$ cat config.mk
export PLATFORM = sky130hd
export DESIGN_NAME = parallel_io_port
export DESIGN_NICKNAME = d
export VERILOG_FILES = /design/src/design/parallel_io_pkg.sv /design/src/design/parallel_io_port.sv
export SDC_FILE = /design/constraint.sdc
export NUM_CORES = 1
export LEC_CHECK = 0
export ABC_AREA = 0
export BUFFER_PORTS_ARGS = -buffer_cell sky130_fd_sc_hd__buf_2
export CORE_ASPECT_RATIO = 0.7
export CORE_MARGIN = 2
export CORE_UTILIZATION = 50
export DETAILED_ROUTE_END_ITERATION = 7
export PLACE_DENSITY_LB_ADDON = 0.12
export SYNTH_ARGS = -nofsm -noshare
export SYNTH_HDL_FRONTEND = slang
export SYNTH_SLANG_ARGS = --single-unit
$ cat constraint.sdc
create_clock -name sys_clk_i -period 2.88 [get_ports sys_clk_i]
set_input_delay 0.288 -clock sys_clk_i [delete_from_list [all_inputs] [get_ports sys_clk_i]]
set_output_delay 0.288 -clock sys_clk_i [all_outputs]
set_load 0.05 [all_outputs]
$ cat src/design/parallel_io_pkg.sv
// Constants, field layouts and carrier types for the 24-line parallel I/O port.
// Assumes a single 40 MHz clock domain and a host bus that issues one-cycle strobes.
package parallel_io_pkg;

	// Byte offsets within the four-byte window
	localparam logic [1:0] OFS_PORT_A  = 2'h0;
	localparam logic [1:0] OFS_PORT_B  = 2'h1;
	localparam logic [1:0] OFS_PORT_C  = 2'h2;
	localparam logic [1:0] OFS_CONTROL = 2'h3;

	// Reset control word: mode definition, basic mode, every section input
	localparam logic [7:0] CTRL_RESET    = 8'h9B;
	localparam logic [7:0] READ_CONTROL  = 8'h00;
	localparam logic [7:0] LATCH_RESET   = 8'h00;

	// Control word field positions
	localparam int CTRL_DEFINE_BIT = 7;
	localparam int BSR_SEL_MSB     = 3;
	localparam int BSR_SEL_LSB     = 1;
	localparam int BSR_VAL_BIT     = 0;

	// Port C line roles in the strobed and bus modes
	localparam int PC_INTR_B = 0;
	localparam int PC_HS_B   = 1;
	localparam int PC_STB_B  = 2;
	localparam int PC_INTR_A = 3;
	localparam int PC_STB_A  = 4;
	localparam int PC_IBF_A  = 5;
	localparam int PC_ACK_A  = 6;
	localparam int PC_OBF_A  = 7;

	// Interrupt lines on port C upper
	localparam int IRQ_REQ_BIT = 7;
	localparam int IRQ_EN_BIT  = 6;

	typedef enum logic [1:0]
	{
		A_BASIC    = 2'b00,
		A_STROBED  = 2'b01,
		A_BIDIR    = 2'b10
	} a_mode_t;

	// Mode definition word, bit 7 down to bit 0; direction bits: one is input
	typedef struct packed
	{
		logic       define;
		logic [1:0] a_mode;
		logic       a_in;
		logic       cu_in;
		logic       b_mode;
		logic       b_in;
		logic       cl_in;
	} ctrl_word_t;

	// One host bus cycle: rd and wr are single-cycle strobes
	typedef struct packed
	{
		logic       rd;
		logic       wr;
		logic [1:0] addr;
		logic [7:0] wdata;
	} bus_req_t;

endpackage

$ cat src/design/parallel_io_port.sv
// Programmable 24-line parallel I/O port with four byte registers on the host bus.
// Assumes host strobes are synchronous to sys_clk_i; pin inputs are asynchronous.
`timescale 1ns/100ps
`default_nettype none

module parallel_io_port
(
	input  wire logic                      sys_clk_i,
	input  wire logic                      reset_i,
	input  wire parallel_io_pkg::bus_req_t bus_i,
	output logic [7:0]                     rd_data_o,
	output logic                           rd_valid_o,
	input  wire logic [7:0]                pa_i,
	output logic [7:0]                     pa_o,
	output logic [7:0]                     pa_oe_n_o,
	input  wire logic [7:0]                pb_i,
	output logic [7:0]                     pb_o,
	output logic [7:0]                     pb_oe_n_o,
	input  wire logic [7:0]                pc_i,
	output logic [7:0]                     pc_o,
	output logic [7:0]                     pc_oe_n_o,
	output logic                           irq_o,
	output logic                           irq_oe_n_o
);

	parallel_io_pkg::ctrl_word_t ctrl_reg;
	parallel_io_pkg::a_mode_t    a_mode;
	logic [7:0] a_s1_reg, a_s2_reg, b_s1_reg, b_s2_reg;
	logic [7:0] c_s1_reg, c_s2_reg, c_prev_reg;
	logic [7:0] a_out_reg, b_out_reg, a_in_reg, b_in_reg;
	logic [7:0] pc_reg, pc_next;
	logic       inte_a_in_reg, inte_a_out_reg, inte_b_reg;
	logic [7:0] c_drive, c_eff;
	logic       a_drive;
	logic       b_strobed, a_in_hs, a_out_hs, b_in_hs, b_out_hs;
	logic       wr_ctrl, mode_wr, bsr_wr, wr_a, wr_b, wr_c, rd_a, rd_b;
	logic [2:0] bsr_sel;
	logic       bsr_val;
	logic       stb_a_fall, stb_a_rise, ack_a_fall, ack_a_rise, hs_b_fall, hs_b_rise;
	logic [7:0] rd_next;

	// Address decode of the four-byte window
	assign wr_a    = bus_i.wr && bus_i.addr == parallel_io_pkg::OFS_PORT_A;
	assign wr_b    = bus_i.wr && bus_i.addr == parallel_io_pkg::OFS_PORT_B;
	assign wr_c    = bus_i.wr && bus_i.addr == parallel_io_pkg::OFS_PORT_C;
	assign wr_ctrl = bus_i.wr && bus_i.addr == parallel_io_pkg::OFS_CONTROL;
	assign rd_a    = bus_i.rd && bus_i.addr == parallel_io_pkg::OFS_PORT_A;
	assign rd_b    = bus_i.rd && bus_i.addr == parallel_io_pkg::OFS_PORT_B;
	// Bit 7 splits control writes
	assign mode_wr = wr_ctrl && bus_i.wdata[parallel_io_pkg::CTRL_DEFINE_BIT];
	assign bsr_wr  = wr_ctrl && !bus_i.wdata[parallel_io_pkg::CTRL_DEFINE_BIT];
	// Bits 6:4 of a bit-op are don't care
	assign bsr_sel = bus_i.wdata[parallel_io_pkg::BSR_SEL_MSB:parallel_io_pkg::BSR_SEL_LSB];
	assign bsr_val = bus_i.wdata[parallel_io_pkg::BSR_VAL_BIT];

	// Two-stage synchronisers; edge detection only looks at the second stage
	always_ff @(posedge sys_clk_i)
	begin
		if (reset_i)
		begin
			a_s1_reg   <= 8'hFF;
			a_s2_reg   <= 8'hFF;
			b_s1_reg   <= 8'hFF;
			b_s2_reg   <= 8'hFF;
			c_s1_reg   <= 8'hFF;
			c_s2_reg   <= 8'hFF;
			c_prev_reg <= 8'hFF;
		end
		else
		begin
			a_s1_reg   <= pa_i;
			a_s2_reg   <= a_s1_reg;
			b_s1_reg   <= pb_i;
			b_s2_reg   <= b_s1_reg;
			c_s1_reg   <= pc_i;
			c_s2_reg   <= c_s1_reg;
			c_prev_reg <= c_s2_reg;
		end
	end

	assign stb_a_fall = c_prev_reg[parallel_io_pkg::PC_STB_A] & ~c_s2_reg[parallel_io_pkg::PC_STB_A];
	assign stb_a_rise = ~c_prev_reg[parallel_io_pkg::PC_STB_A] & c_s2_reg[parallel_io_pkg::PC_STB_A];
	assign ack_a_fall = c_prev_reg[parallel_io_pkg::PC_ACK_A] & ~c_s2_reg[parallel_io_pkg::PC_ACK_A];
	assign ack_a_rise = ~c_prev_reg[parallel_io_pkg::PC_ACK_A] & c_s2_reg[parallel_io_pkg::PC_ACK_A];
	assign hs_b_fall  = c_prev_reg[parallel_io_pkg::PC_STB_B] & ~c_s2_reg[parallel_io_pkg::PC_STB_B];
	assign hs_b_rise  = ~c_prev_reg[parallel_io_pkg::PC_STB_B] & c_s2_reg[parallel_io_pkg::PC_STB_B];

	// Control register; reset leaves every section an input
	always_ff @(posedge sys_clk_i)
	begin
		if (reset_i)
			ctrl_reg <= parallel_io_pkg::CTRL_RESET;
		else if (mode_wr)
			ctrl_reg <= bus_i.wdata;
	end

	// Mode 11 behaves as the bus mode, as bit 6 alone selects it
	always_comb
	begin
		if (ctrl_reg.a_mode[1])
			a_mode = parallel_io_pkg::A_BIDIR;
		else if (ctrl_reg.a_mode[0])
			a_mode = parallel_io_pkg::A_STROBED;
		else
			a_mode = parallel_io_pkg::A_BASIC;
	end

	// Group roles; bus mode belongs to group A only
	assign b_strobed = ctrl_reg.b_mode;
	assign a_in_hs   = (a_mode == parallel_io_pkg::A_STROBED && ctrl_reg.a_in)
		|| a_mode == parallel_io_pkg::A_BIDIR;
	assign a_out_hs  = (a_mode == parallel_io_pkg::A_STROBED && !ctrl_reg.a_in)
		|| a_mode == parallel_io_pkg::A_BIDIR;
	assign b_in_hs   = b_strobed && ctrl_reg.b_in;
	assign b_out_hs  = b_strobed && !ctrl_reg.b_in;

	// Output latches; a definition write zeroes them
	always_ff @(posedge sys_clk_i)
	begin
		if (reset_i || mode_wr)
		begin
			a_out_reg <= parallel_io_pkg::LATCH_RESET;
			b_out_reg <= parallel_io_pkg::LATCH_RESET;
		end
		else
		begin
			if (wr_a)
				a_out_reg <= bus_i.wdata;
			if (wr_b)
				b_out_reg <= bus_i.wdata;
		end
	end

	// Strobed input latches capture on the strobe's falling edge
	always_ff @(posedge sys_clk_i)
	begin
		if (reset_i)
		begin
			a_in_reg <= parallel_io_pkg::LATCH_RESET;
			b_in_reg <= parallel_io_pkg::LATCH_RESET;
		end
		else
		begin
			if (a_in_hs && stb_a_fall)
				a_in_reg <= a_s2_reg;
			if (b_in_hs && hs_b_fall)
				b_in_reg <= b_s2_reg;
		end
	end

	// Interrupt enables ride on bit-ops to the strobe and acknowledge lines
	always_ff @(posedge sys_clk_i)
	begin
		if (reset_i || mode_wr)
		begin
			inte_a_in_reg  <= 1'b0;
			inte_a_out_reg <= 1'b0;
			inte_b_reg     <= 1'b0;
		end
		else if (bsr_wr)
		begin
			if (bsr_sel == 3'(parallel_io_pkg::PC_STB_A))
				inte_a_in_reg <= bsr_val;
			if (bsr_sel == 3'(parallel_io_pkg::PC_ACK_A))
				inte_a_out_reg <= bsr_val;
			if (bsr_sel == 3'(parallel_io_pkg::PC_STB_B))
				inte_b_reg <= bsr_val;
		end
	end

	// Port C latch holds both plain outputs and handshake status, so bit-ops
	// reach the status bits too. Host clears come first so a pin event wins.
	always_comb
	begin
		pc_next = pc_reg;
		if (wr_c)
			pc_next = bus_i.wdata;
		if (bsr_wr)
			pc_next[bsr_sel] = bsr_val;
		if (a_in_hs && rd_a)
		begin
			pc_next[parallel_io_pkg::PC_IBF_A]  = 1'b0;
			pc_next[parallel_io_pkg::PC_INTR_A] = 1'b0;
		end
		if (a_out_hs && wr_a)
		begin
			pc_next[parallel_io_pkg::PC_OBF_A]  = 1'b0;
			pc_next[parallel_io_pkg::PC_INTR_A] = 1'b0;
		end
		if ((b_in_hs && rd_b) || (b_out_hs && wr_b))
		begin
			pc_next[parallel_io_pkg::PC_HS_B]   = b_out_hs ? 1'b0 : 1'b0;
			pc_next[parallel_io_pkg::PC_INTR_B] = 1'b0;
		end
		// Handshake events from the far side
		if (a_in_hs && stb_a_fall)
			pc_next[parallel_io_pkg::PC_IBF_A] = 1'b1;
		if (a_in_hs && stb_a_rise && inte_a_in_reg)
			pc_next[parallel_io_pkg::PC_INTR_A] = 1'b1;
		if (a_out_hs && ack_a_fall)
			pc_next[parallel_io_pkg::PC_OBF_A] = 1'b1;
		if (a_out_hs && ack_a_rise && inte_a_out_reg)
			pc_next[parallel_io_pkg::PC_INTR_A] = 1'b1;
		if (b_strobed && hs_b_fall)
			pc_next[parallel_io_pkg::PC_HS_B] = 1'b1;
		if (b_strobed && hs_b_rise && inte_b_reg)
			pc_next[parallel_io_pkg::PC_INTR_B] = 1'b1;
		if (mode_wr)
			pc_next = parallel_io_pkg::LATCH_RESET;
	end

	always_ff @(posedge sys_clk_i)
	begin
		if (reset_i)
			pc_reg <= parallel_io_pkg::LATCH_RESET;
		else
			pc_reg <= pc_next;
	end

	// Per-line drive of port C: nibble direction, then handshake roles
	always_comb
	begin
		c_drive = {{4{~ctrl_reg.cu_in}}, {4{~ctrl_reg.cl_in}}};
		if (b_strobed)
		begin
			c_drive[parallel_io_pkg::PC_INTR_B] = 1'b1;
			c_drive[parallel_io_pkg::PC_HS_B]   = 1'b1;
			c_drive[parallel_io_pkg::PC_STB_B]  = 1'b0;
		end
		unique case (a_mode)
			parallel_io_pkg::A_BASIC:
				c_drive = c_drive;
			parallel_io_pkg::A_STROBED:
			begin
				c_drive[parallel_io_pkg::PC_INTR_A] = 1'b1;
				if (ctrl_reg.a_in)
				begin
					c_drive[parallel_io_pkg::PC_STB_A] = 1'b0;
					c_drive[parallel_io_pkg::PC_IBF_A] = 1'b1;
				end
				else
				begin
					c_drive[parallel_io_pkg::PC_ACK_A] = 1'b0;
					c_drive[parallel_io_pkg::PC_OBF_A] = 1'b1;
				end
			end
			parallel_io_pkg::A_BIDIR:
			begin
				c_drive[parallel_io_pkg::PC_INTR_A] = 1'b1;
				c_drive[parallel_io_pkg::PC_STB_A]  = 1'b0;
				c_drive[parallel_io_pkg::PC_IBF_A]  = 1'b1;
				c_drive[parallel_io_pkg::PC_ACK_A]  = 1'b0;
				c_drive[parallel_io_pkg::PC_OBF_A]  = 1'b1;
			end
		endcase
	end

	// A driven line reads back its latch, so upper C as output still
	// reaches the interrupt path
	genvar i;
	generate
		for (i = 0; i < 8; i++)
		begin : g_c_line
			assign c_eff[i] = c_drive[i] ? pc_reg[i] : c_s2_reg[i];
		end
	endgenerate

	// Bus mode drives port A only while the peripheral acknowledges
	always_comb
	begin
		if (a_mode == parallel_io_pkg::A_BIDIR)
			a_drive = ~c_s2_reg[parallel_io_pkg::PC_ACK_A];
		else
			a_drive = ~ctrl_reg.a_in;
	end

	// Enables are registered; low means this side drives the line
	always_ff @(posedge sys_clk_i)
	begin
		if (reset_i)
		begin
			pa_oe_n_o <= 8'hFF;
			pb_oe_n_o <= 8'hFF;
			pc_oe_n_o <= 8'hFF;
		end
		else
		begin
			pa_oe_n_o <= {8{~a_drive}};
			pb_oe_n_o <= {8{ctrl_reg.b_in}};
			pc_oe_n_o <= ~c_drive;
		end
	end

	assign pa_o = a_out_reg;
	assign pb_o = b_out_reg;
	assign pc_o = pc_reg;

	// Line 23 is the request, line 22 the active-low driver enable
	always_ff @(posedge sys_clk_i)
	begin
		if (reset_i)
		begin
			irq_o      <= 1'b0;
			irq_oe_n_o <= 1'b1;
		end
		else
		begin
			irq_o      <= c_eff[parallel_io_pkg::IRQ_REQ_BIT];
			irq_oe_n_o <= c_eff[parallel_io_pkg::IRQ_EN_BIT];
		end
	end

	// Read mux: basic inputs are live, strobed inputs come from the latch
	always_comb
	begin
		unique case (bus_i.addr)
			parallel_io_pkg::OFS_PORT_A:
				rd_next = a_in_hs ? a_in_reg : (ctrl_reg.a_in ? a_s2_reg : a_out_reg);
			parallel_io_pkg::OFS_PORT_B:
				rd_next = b_in_hs ? b_in_reg : (ctrl_reg.b_in ? b_s2_reg : b_out_reg);
			parallel_io_pkg::OFS_PORT_C:
				rd_next = c_eff;
			parallel_io_pkg::OFS_CONTROL:
				rd_next = parallel_io_pkg::READ_CONTROL;
		endcase
	end

	always_ff @(posedge sys_clk_i)
	begin
		if (reset_i)
		begin
			rd_data_o  <= 8'h00;
			rd_valid_o <= 1'b0;
		end
		else
		begin
			rd_valid_o <= bus_i.rd;
			if (bus_i.rd)
				rd_data_o <= rd_next;
		end
	end
endmodule

`default_nettype wire

==> results of run 1 <==
==> kinds of logic (layout without fill, tap and decap cells) <==
group,count (synthesis),count (layout),share of synthesized area [%]
buffers and inverters,59,138,6.07
AND/OR/NAND/NOR,214,214,23.7
flip-flops,121,121,49.4
multiplexers,44,44,9.23
AO/OA/AOI/OAI,88,88,11.6
==> worst register-to-register path, cell delays in order (launching register included) <==
cell and delay, ns:
dfxtp_1 0.64, a21oi_1 0.24, buf_4 0.23, nor3b_1 0.18, buf_4 0.24, mux2i_1 0.22, nor2_1 0.06
==> final timing paths <==
check / from / endpoint / slack (ns) / cells after the start
worst min register to register: a_s1_reg[7] / a_s2_reg[7] / 0.41 / 1
worst max-delay path: ctrl_reg[4] / a_in_reg[5] / 0.94 / 6
worst min-delay path: pa_i[2] / a_s1_reg[2] / 0.06 / 2
worst max register to register: ctrl_reg[4] / a_in_reg[5] / 0.94 / 6
==> power groups by stage <==
stage	combinational [mW]	sequential, mW	clock [mW]
6_report	0.399	1.79	2.18
5_1_grt	0.428	1.79	2.28
4_1_cts	0.398	1.78	2.20
3_5_place_dp	0.396	1.82	0
3_3_place_gp	0.392	1.82	0
2_1_floorplan	0.207	1.89	0
==> cell usage after synthesis (all sizes together) (2+ instances only) <==
library cell / number / area, sq um
dfxtp: 121 / 2420
nand2: 66 / 248
or2: 54 / 338
nor2: 41 / 154
a21oi: 39 / 195
mux2i: 34 / 340
buf: 31 / 193
clkbuf: 21 / 78.8
mux2: 10 / 113
o21ai: 8 / 40.0
inv: 7 / 26.3
nand3: 7 / 35.0
a31oi: 6 / 37.5
nand2b: 6 / 37.5
nor3: 6 / 40.0
a211oi: 5 / 37.5
nand3b: 4 / 33.8
o21bai: 4 / 30.0
o221ai: 4 / 35.0
or3: 4 / 25.0
a21o: 3 / 22.5
and2: 3 / 18.8
and4: 3 / 26.3
nand4: 3 / 25.0
nand4b: 3 / 41.3
nor3b: 3 / 22.5
nor4b: 3 / 56.3
a221oi: 2 / 17.5
a32o: 2 / 20.0
nor2b: 2 / 12.5
o211ai: 2 / 15.0
o2bb2ai: 2 / 17.5
==> area by class of cell <==
type,instances,area [sq um]
clock buffer,21,460
clock inverter,8,146
multi-input combinational,346,2190
timing repair buffer,102,526
fill,820,3680
sequential,121,2420
tap,128,160
inverter,7,26.3
==> layer usage <==
layer	vias to the layer above	wire [um]	part of all wire (%)
li1	1917	-	-
met1	1865	6080	47
met2	163	5490	43
met3	26	912	7.1
met4	0	337	2.6
met5	-	0	0
==> flow_summary.toml, run 1 <==
[floorplan]
core_sq_um = 9610
initial_core_util_pct = 51.1
die_area_sq_um = 10600
io_pins = 97
die_y_um = 86.9
placementRows = 30
die_w_um = 122

[power]
powerDensity_nw_per_um2 = 736
p_sw_share_pct = 23.3
p_clk_share_pct = 49.9
power.leakage_nw = 2.44
pwr-share-comb_pct = 9.1
switching_power_mw = 1.02
internal_power_mw = 3.34
power_mw = 4.36
seq_power_share_pct = 40.9
peakVddDrop_uv = 497

[placed_design]
dpl-instance-area_sq_um = 5320
gp_congestion = 0.918
pre_cts_ws_ns = 0.975
portBuffers = 96
dp_cells = 704
dp_hpwl_um = 8900

[yosys]
ys_seq_area_share_pct = 49.4
syn-num-nets = 564
async_flop_share_pct = 0
avgSynthCellArea_sq_um = 9.33
synth-edff-count = 0
syn_inst = 526
yosysUniqueCellTypes = 59
yosysWarnings = 0
ys_ff_latch = 121
synth_area_sq_um = 4910
synth_flop_cell = "dfxtp_1"

[critical_path]
crit_buf_inv = 2
cp_slowest_cell = "dfxtp_1"
cp.arrival_ns = 2.22
slowest_delay_ns = 0.64
path_cells = "a21oi_1 -> buf_4 -> nor3b_1 -> buf_4 -> mux2i_1 -> nor2_1"
critPathMaxFanout = 16
critPathMostFrequentCell = "buf_4"
end_kind = "flop"
crit_type = "reg2reg"
crit_family = "flip-flops"
worstPathRequired_ns = 3.15
cp-start-kind = "flop"

[detailed_routing]
ant_nets = 0
vias = 3971
dr.pass1.iters = 5
wl_per_cell_um = 17.5
post-route-drc-count = 0
viasPerCell = 5.42
routed_wl_um = 12800
drtIter0Drc = 351

[finish]
final_core_util_pct = 61.7
layoutNonFillerInstCount = 733
diodes = 0
stdcell_area_sq_um = 5930
drive_above_1_share_pct = 32.4
final_common_cell = "dfxtp_1"
syn_to_final_growth_pct = 20.8
nNetsFinal = 633
layout_common_cells = "dfxtp_1, buf_2, nand2_1"

[sta]
final-setup-viol-count = 0
hold_viol = 0
clock_skew_ns = 0.0119
tns_ns = 0
hold_ws_ns = 0.0620
rsz0062_at_grt = "false"
period_needed_ns = 1.94
finalCritPeriodShare_pct = 67.5
worst_slew_pin_slew_ns = 0.793
timing.slew.headroom_pct = 47.0
setup_ws_ns = 0.936
drv_slew = 0
clock.fmax_ghz = 0.514

[grt]
grt_pass1_vias = 3744
grt_util_met3_pct = 7.40
gr-usage-met1_pct = 35.4
top_usage_layer = "met2"
antenna_found_initial = 0
grtUsageTotal_pct = 25.5
grt_pass1_wl_um = 20100
use_met2_pct = 36.6
grt_overflow = 0
grt_max_degree = 59

[clock_tree]
clockRootBuffer = "clkbuf_16"
tritoncts = "built"
htree_levels = 4
clk_pin_slew_ns = 0.05
ctsHoldBuffers = 0
clk_latency_ns = 0.41
clock_path_buffers = 2
post_cts_buffers = 0
clock-sinks = 121
cts-resized-gates = 0
numCtsBuffers = 17

[flow_run]
maxCapViolCount = 0

[outcome]
status = "completed"

[worst_hold_path]
hp-class = "in2reg"
(Power assumes the default switching activity.)
==> inputs of run 2 (changes only) <==
ABC_AREA = 1   (was 0)
clock period = 1.9 ns   (was 2.88 ns; I/O delays follow)
==> flow_summary.toml, run 2 <==
[finish]
syn_to_final_growth_pct = 27.4
nNetsFinal = 792
diodes = 0
layout_common_cells = "nand2_1, dfxtp_1, buf_2"
final_common_cell = "nand2_1"
drive_above_1_share_pct = 25.0
fill_cells = 836

[critical_path]
cp-start-kind = "flop"
end_kind = "flop"
worstPathRequired_ns = 2.18
cp.arrival_ns = 1.89
critPathMaxFanout = 19
crit_type = "reg2reg"

[clock_tree]
post_cts_buffers = 0
clock_path_buffers = 2
htree_levels = 4
clockRootBuffer = "clkbuf_16"
numCtsBuffers = 17
clock-sinks = 121
clk_latency_ns = 0.41
clk_pin_slew_ns = 0.06
tritoncts = "built"

[worst_hold_path]
hp-class = "in2reg"

[yosys]
ys_seq_area_share_pct = 49.8
synth_most_common_cell = "nand2_1"
avgSynthCellArea_sq_um = 7.51
ys_ff_latch = 121
yosysUniqueCellTypes = 21
synth_top_area_share_pct = 49.8
ys_top_cells_by_area = "dfxtp_1, nand2_1, or2_2"
syn_inst = 648
syn-num-nets = 686
synth-edff-count = 0
synth.cells.most_frequent = "nand2_1, dfxtp_1, inv_1"
async_flop_share_pct = 0
synth_area_sq_um = 4860
yosysWarnings = 0
synth_flop_cell = "dfxtp_1"
synth_top_area_cell = "dfxtp_1"

[detailed_routing]
routed_wl_um = 13100
drtIter0Drc = 433
dr.pass1.iters = 5
viasPerCell = 4.97
ant_nets = 0
post-route-drc-count = 0
vias = 4449
wl_per_cell_um = 14.6

[power]
p_clk_share_pct = 49.1
seq_power_share_pct = 40.6
switching_power_mw = 1.67
internal_power_mw = 4.99
p_sw_share_pct = 25.1
power.leakage_nw = 2.88
peakVddDrop_uv = 613
powerDensity_nw_per_um2 = 1080
pwr-share-comb_pct = 10.3
power_mw = 6.67

[grt]
grt_pass1_wl_um = 20300
grt_overflow = 0
grt_max_degree = 48
grt_pass1_vias = 3930
antenna_found_initial = 0
grtUsageTotal_pct = 25.9

[sta]
setup_ws_ns = 0.298
rsz0062_at_grt = "false"
clock.fmax_ghz = 0.624
clock_skew_ns = 0.00769
tns_ns = 0
hold_viol = 0
finalCritPeriodShare_pct = 84.3
hold_ws_ns = 0.0365
drv_slew = 0
period_needed_ns = 1.60
timing.slew.headroom_pct = 67.1
final-setup-viol-count = 0
worst_slew_pin_slew_ns = 0.493

[flow_run]
maxCapViolCount = 0

[floorplan]
core_sq_um = 9570
die_w_um = 122
initial_core_util_pct = 50.8
io_pins = 97
die_area_sq_um = 10500
die_y_um = 86.5
placementRows = 30

[outcome]
status = "completed"

[placed_design]
dp_hpwl_um = 9290
portBuffers = 96
pre_cts_ws_ns = 0.162
gp_congestion = 0.932
==> run 2: cell types whose count changed after synthesis, moves of 6 or more <==
| cell | before | now |
|---|---|---|
| nand2_1 | 66 | 156 |
| nor2_1 | 41 | 52 |
| mux2i_1 | 34 | 0 |
| nand4_1 | 2 | 16 |
| a31oi_1 | 6 | 0 |
| o21ai_0 | 5 | 50 |
| inv_1 | 7 | 65 |
| clkbuf_1 | 21 | 14 |
| nand2b_1 | 6 | 0 |
| nand3_1 | 7 | 33 |
==> run 2: power groups by stage <==
stage	combinational (mW)	clock, mW	sequential, mW
floorplan	0.335	0	2.87
global placement	0.629	0	2.75
detailed placement	0.636	0	2.76
CTS	0.678	3.30	2.70
global route	0.745	3.44	2.71
finish	0.684	3.27	2.71
==> run 2: repair_timing <==
| item | 4_1_cts | 5_1_grt |
|---|---|---|
| endpoints found under the setup margin | 0 | 8 |
| gates resized for setup | 0 | 1 |
| endpoints found under the hold margin | 24 | 0 |
| hold buffers | 24 | 0 |
==> run 2: logic make-up (layout without fill, tap and decap cells) <==
group,Yosys count,count (layout),synth area share [%]
buf+inv,108,227,9.88
simple gates,318,318,29.8
flops,121,121,49.8
compound gates,101,101,10.5
==> run 2: final timing paths <==
check	from	end	slack (ns)	depth (start not counted)
max	ctrl_reg[4]	pc_o[5]	0.30	7
min reg2reg	a_s1_reg[6]	a_s2_reg[6]	0.40	1
min	bus_i[4]	pa_o[4]	0.04	3
max reg2reg	ctrl_reg[4]	pc_o[5]	0.30	7
==> run 2: per-layer routing <==
metal | vias to the layer above | global-route usage [%] | routed length, um
li1 | 2251 | - | -
met1 | 1963 | 38.1 | 6370
met2 | 208 | 35.0 | 5290
met3 | 27 | 8.55 | 1190
met4 | 0 | 9.72 | 220
met5 | - | 0 | 0
==> run 2: critical path: stages, from the launching register on <==
cell	delay, ns
dfxtp_1	0.62
nand2_1	0.09
nand2_1	0.14
inv_1	0.16
nor2_1	0.22
inv_1	0.07
nand3_1	0.10
a21oi_1	0.07
==> run 2: area by class of cell <==
cell class              instances  area (sq um)  area share (%)
flip-flops and latches        121          2420            39.1
multi-input cells             419          1970            31.7
repair buffers                127           786            12.7
clock buffers                  22           464            7.49
inverters                      68           255            4.12
well taps                     128           160            2.58
clock inverters                10           143            2.30
==> run 2: per-stage QoR <==
stage	util [%]	std cells	cell area, sq um
5_1_grt	64.7	895	6200
3_5_place_dp	55.8	839	5340
3_3_place_gp	55.8	839	5340
4_1_cts	64.7	895	6190
6_report	64.7	895	6200
2_1_floorplan	-	648	4860
==> inputs of run 3 (changes only) <==
CORE_UTILIZATION = 49   (was 50)
clock period = 1.3 ns   (was 1.9 ns; I/O delays follow)
==> flow_summary.toml, run 3 (synthesis results as in run 2) <==
[grt]
grt_overflow = 0
grt_pass1_vias = 3935
grt_max_degree = 43
grtUsageTotal_pct = 25.5
antenna_found_initial = 0
grt_pass1_wl_um = 20400

[sta]
period_needed_ns = 1.27
hold_viol = 0
worst_slew_pin_slew_ns = 0.440
timing.slew.headroom_pct = 70.6
finalCritPeriodShare_pct = 97.8
final-setup-viol-count = 0
clock_skew_ns = 0.00618
drv_slew = 0
rsz0062_at_grt = "true"
clock.fmax_ghz = 0.786

[floorplan]
placementRows = 30
die_w_um = 123
die_area_sq_um = 10800
initial_core_util_pct = 50.2
io_pins = 97
die_y_um = 87.4
core_sq_um = 9680

[critical_path]
worstPathRequired_ns = 1.17
cp.arrival_ns = 1.14
crit_buf_inv = 1
crit_family = "flip-flops"
slowest_delay_ns = 0.43
end_kind = "output port"
cp-start-kind = "flop"
cp_slowest_cell = "dfxtp_1"
critPathMaxFanout = 3
path_cells = "buf_2"
crit_type = "reg2out"

[clock_tree]
clk_pin_slew_ns = 0.05
clk_latency_ns = 0.41
tritoncts = "built"
numCtsBuffers = 17
clock-sinks = 121
htree_levels = 4
clockRootBuffer = "clkbuf_16"
clock_path_buffers = 2
post_cts_buffers = 0

[detailed_routing]
ant_nets = 0
route.top_layer_used = "met4"
wl_met2_um = 5520
viasPerCell = 5.00
post-route-drc-count = 0
wl_per_cell_um = 14.5
routed_wl_um = 13300
drtIter0Drc = 465
dr.pass1.iters = 4
met1Wirelength_um = 6500
wl_met3_um = 1180
vias = 4590

[power]
power.leakage_nw = 3.02
peakVddDrop_uv = 968
powerDensity_nw_per_um2 = 1520
power_mw = 9.79

[finish]
drive_above_1_share_pct = 28.7
fill_cells = 816
diodes = 0
stdcell_area_sq_um = 6430
layout_common_cells = "nand2_1, dfxtp_1, buf_2"
syn_to_final_growth_pct = 32.3
final_common_cell = "nand2_1"
nNetsFinal = 815

[placed_design]
gp_congestion = 0.906
portBuffers = 96
dpl-instance-area_sq_um = 5490
dp_hpwl_um = 9610

[outcome]
status = "completed"

[worst_hold_path]
hp-class = "in2reg"

[flow_run]
maxCapViolCount = 0
run 3: changes by cell type in the layout (fill, tap and decap cells not counted), sizes merged:
cell / change
buf: +13
clkbuf: +6
clkinv: +1
dlygate4sd3: +3
run 3: area by class of cell:
class,count,area (sq um),share of cell area [%]
Clock buffer,21,470,7.31
Sequential cell,121,2430,37.7
Tap cell,128,160,2.49
Clock inverter,11,144,2.24
Multi-Input combinational cell,419,1990,30.9
Timing Repair Buffer,150,991,15.4
Inverter,68,255,3.97
run 3: power by group:
| part | total, mW | switching, mW | internal [mW] |
|---|---|---|---|
| combinational | 1.07 | 0.703 | 0.365 |
| clock | 4.78 | 1.62 | 3.16 |
| sequential | 3.95 | 0.0909 | 3.86 |
run 3: metrics by stage:
stage          hold WS, ns  setup slack (ns)  utilization (%)  cells  setup TNS, ns
2_1_floorplan        0.234           0.00571                -    648              0
3_3_place_gp         0.312          -0.00324             56.7    858       -0.00613
3_5_place_dp         0.315           -0.0302             56.7    858        -0.0429
4_1_cts             0.0335           0.00251             65.8    917              0
5_1_grt             0.0497           -0.0371             66.4    918         -0.318
6_report            0.0522            0.0282             66.4    918              0
run 3: worst paths after layout:
kind	from	endpoint	slack (ns)	cells past startpoint
worst max-delay path	pc_o[6]	pc_o[6]	0.03	1
worst min-delay path	bus_i[7]	pa_o[7]	0.05	3
worst max register to register	ctrl_reg[4]	a_in_reg[7]	0.04	6
worst min register to register	a_s1_reg[0]	a_s2_reg[0]	0.40	1
run 3: metal layers:
layer / GRT usage, % / vias up
met5: 0 / -
met4: 6.82 / 0
met3: 7.79 / 8
met2: 35.8 / 192
met1: 37.6 / 2084
li1: - / 2306
run 3: what timing repair did:
item,CTS,global route
hold buffers,27,0
endpoints found under the setup margin,0,43
endpoints found under the hold margin,27,0
gates resized for setup,0,33
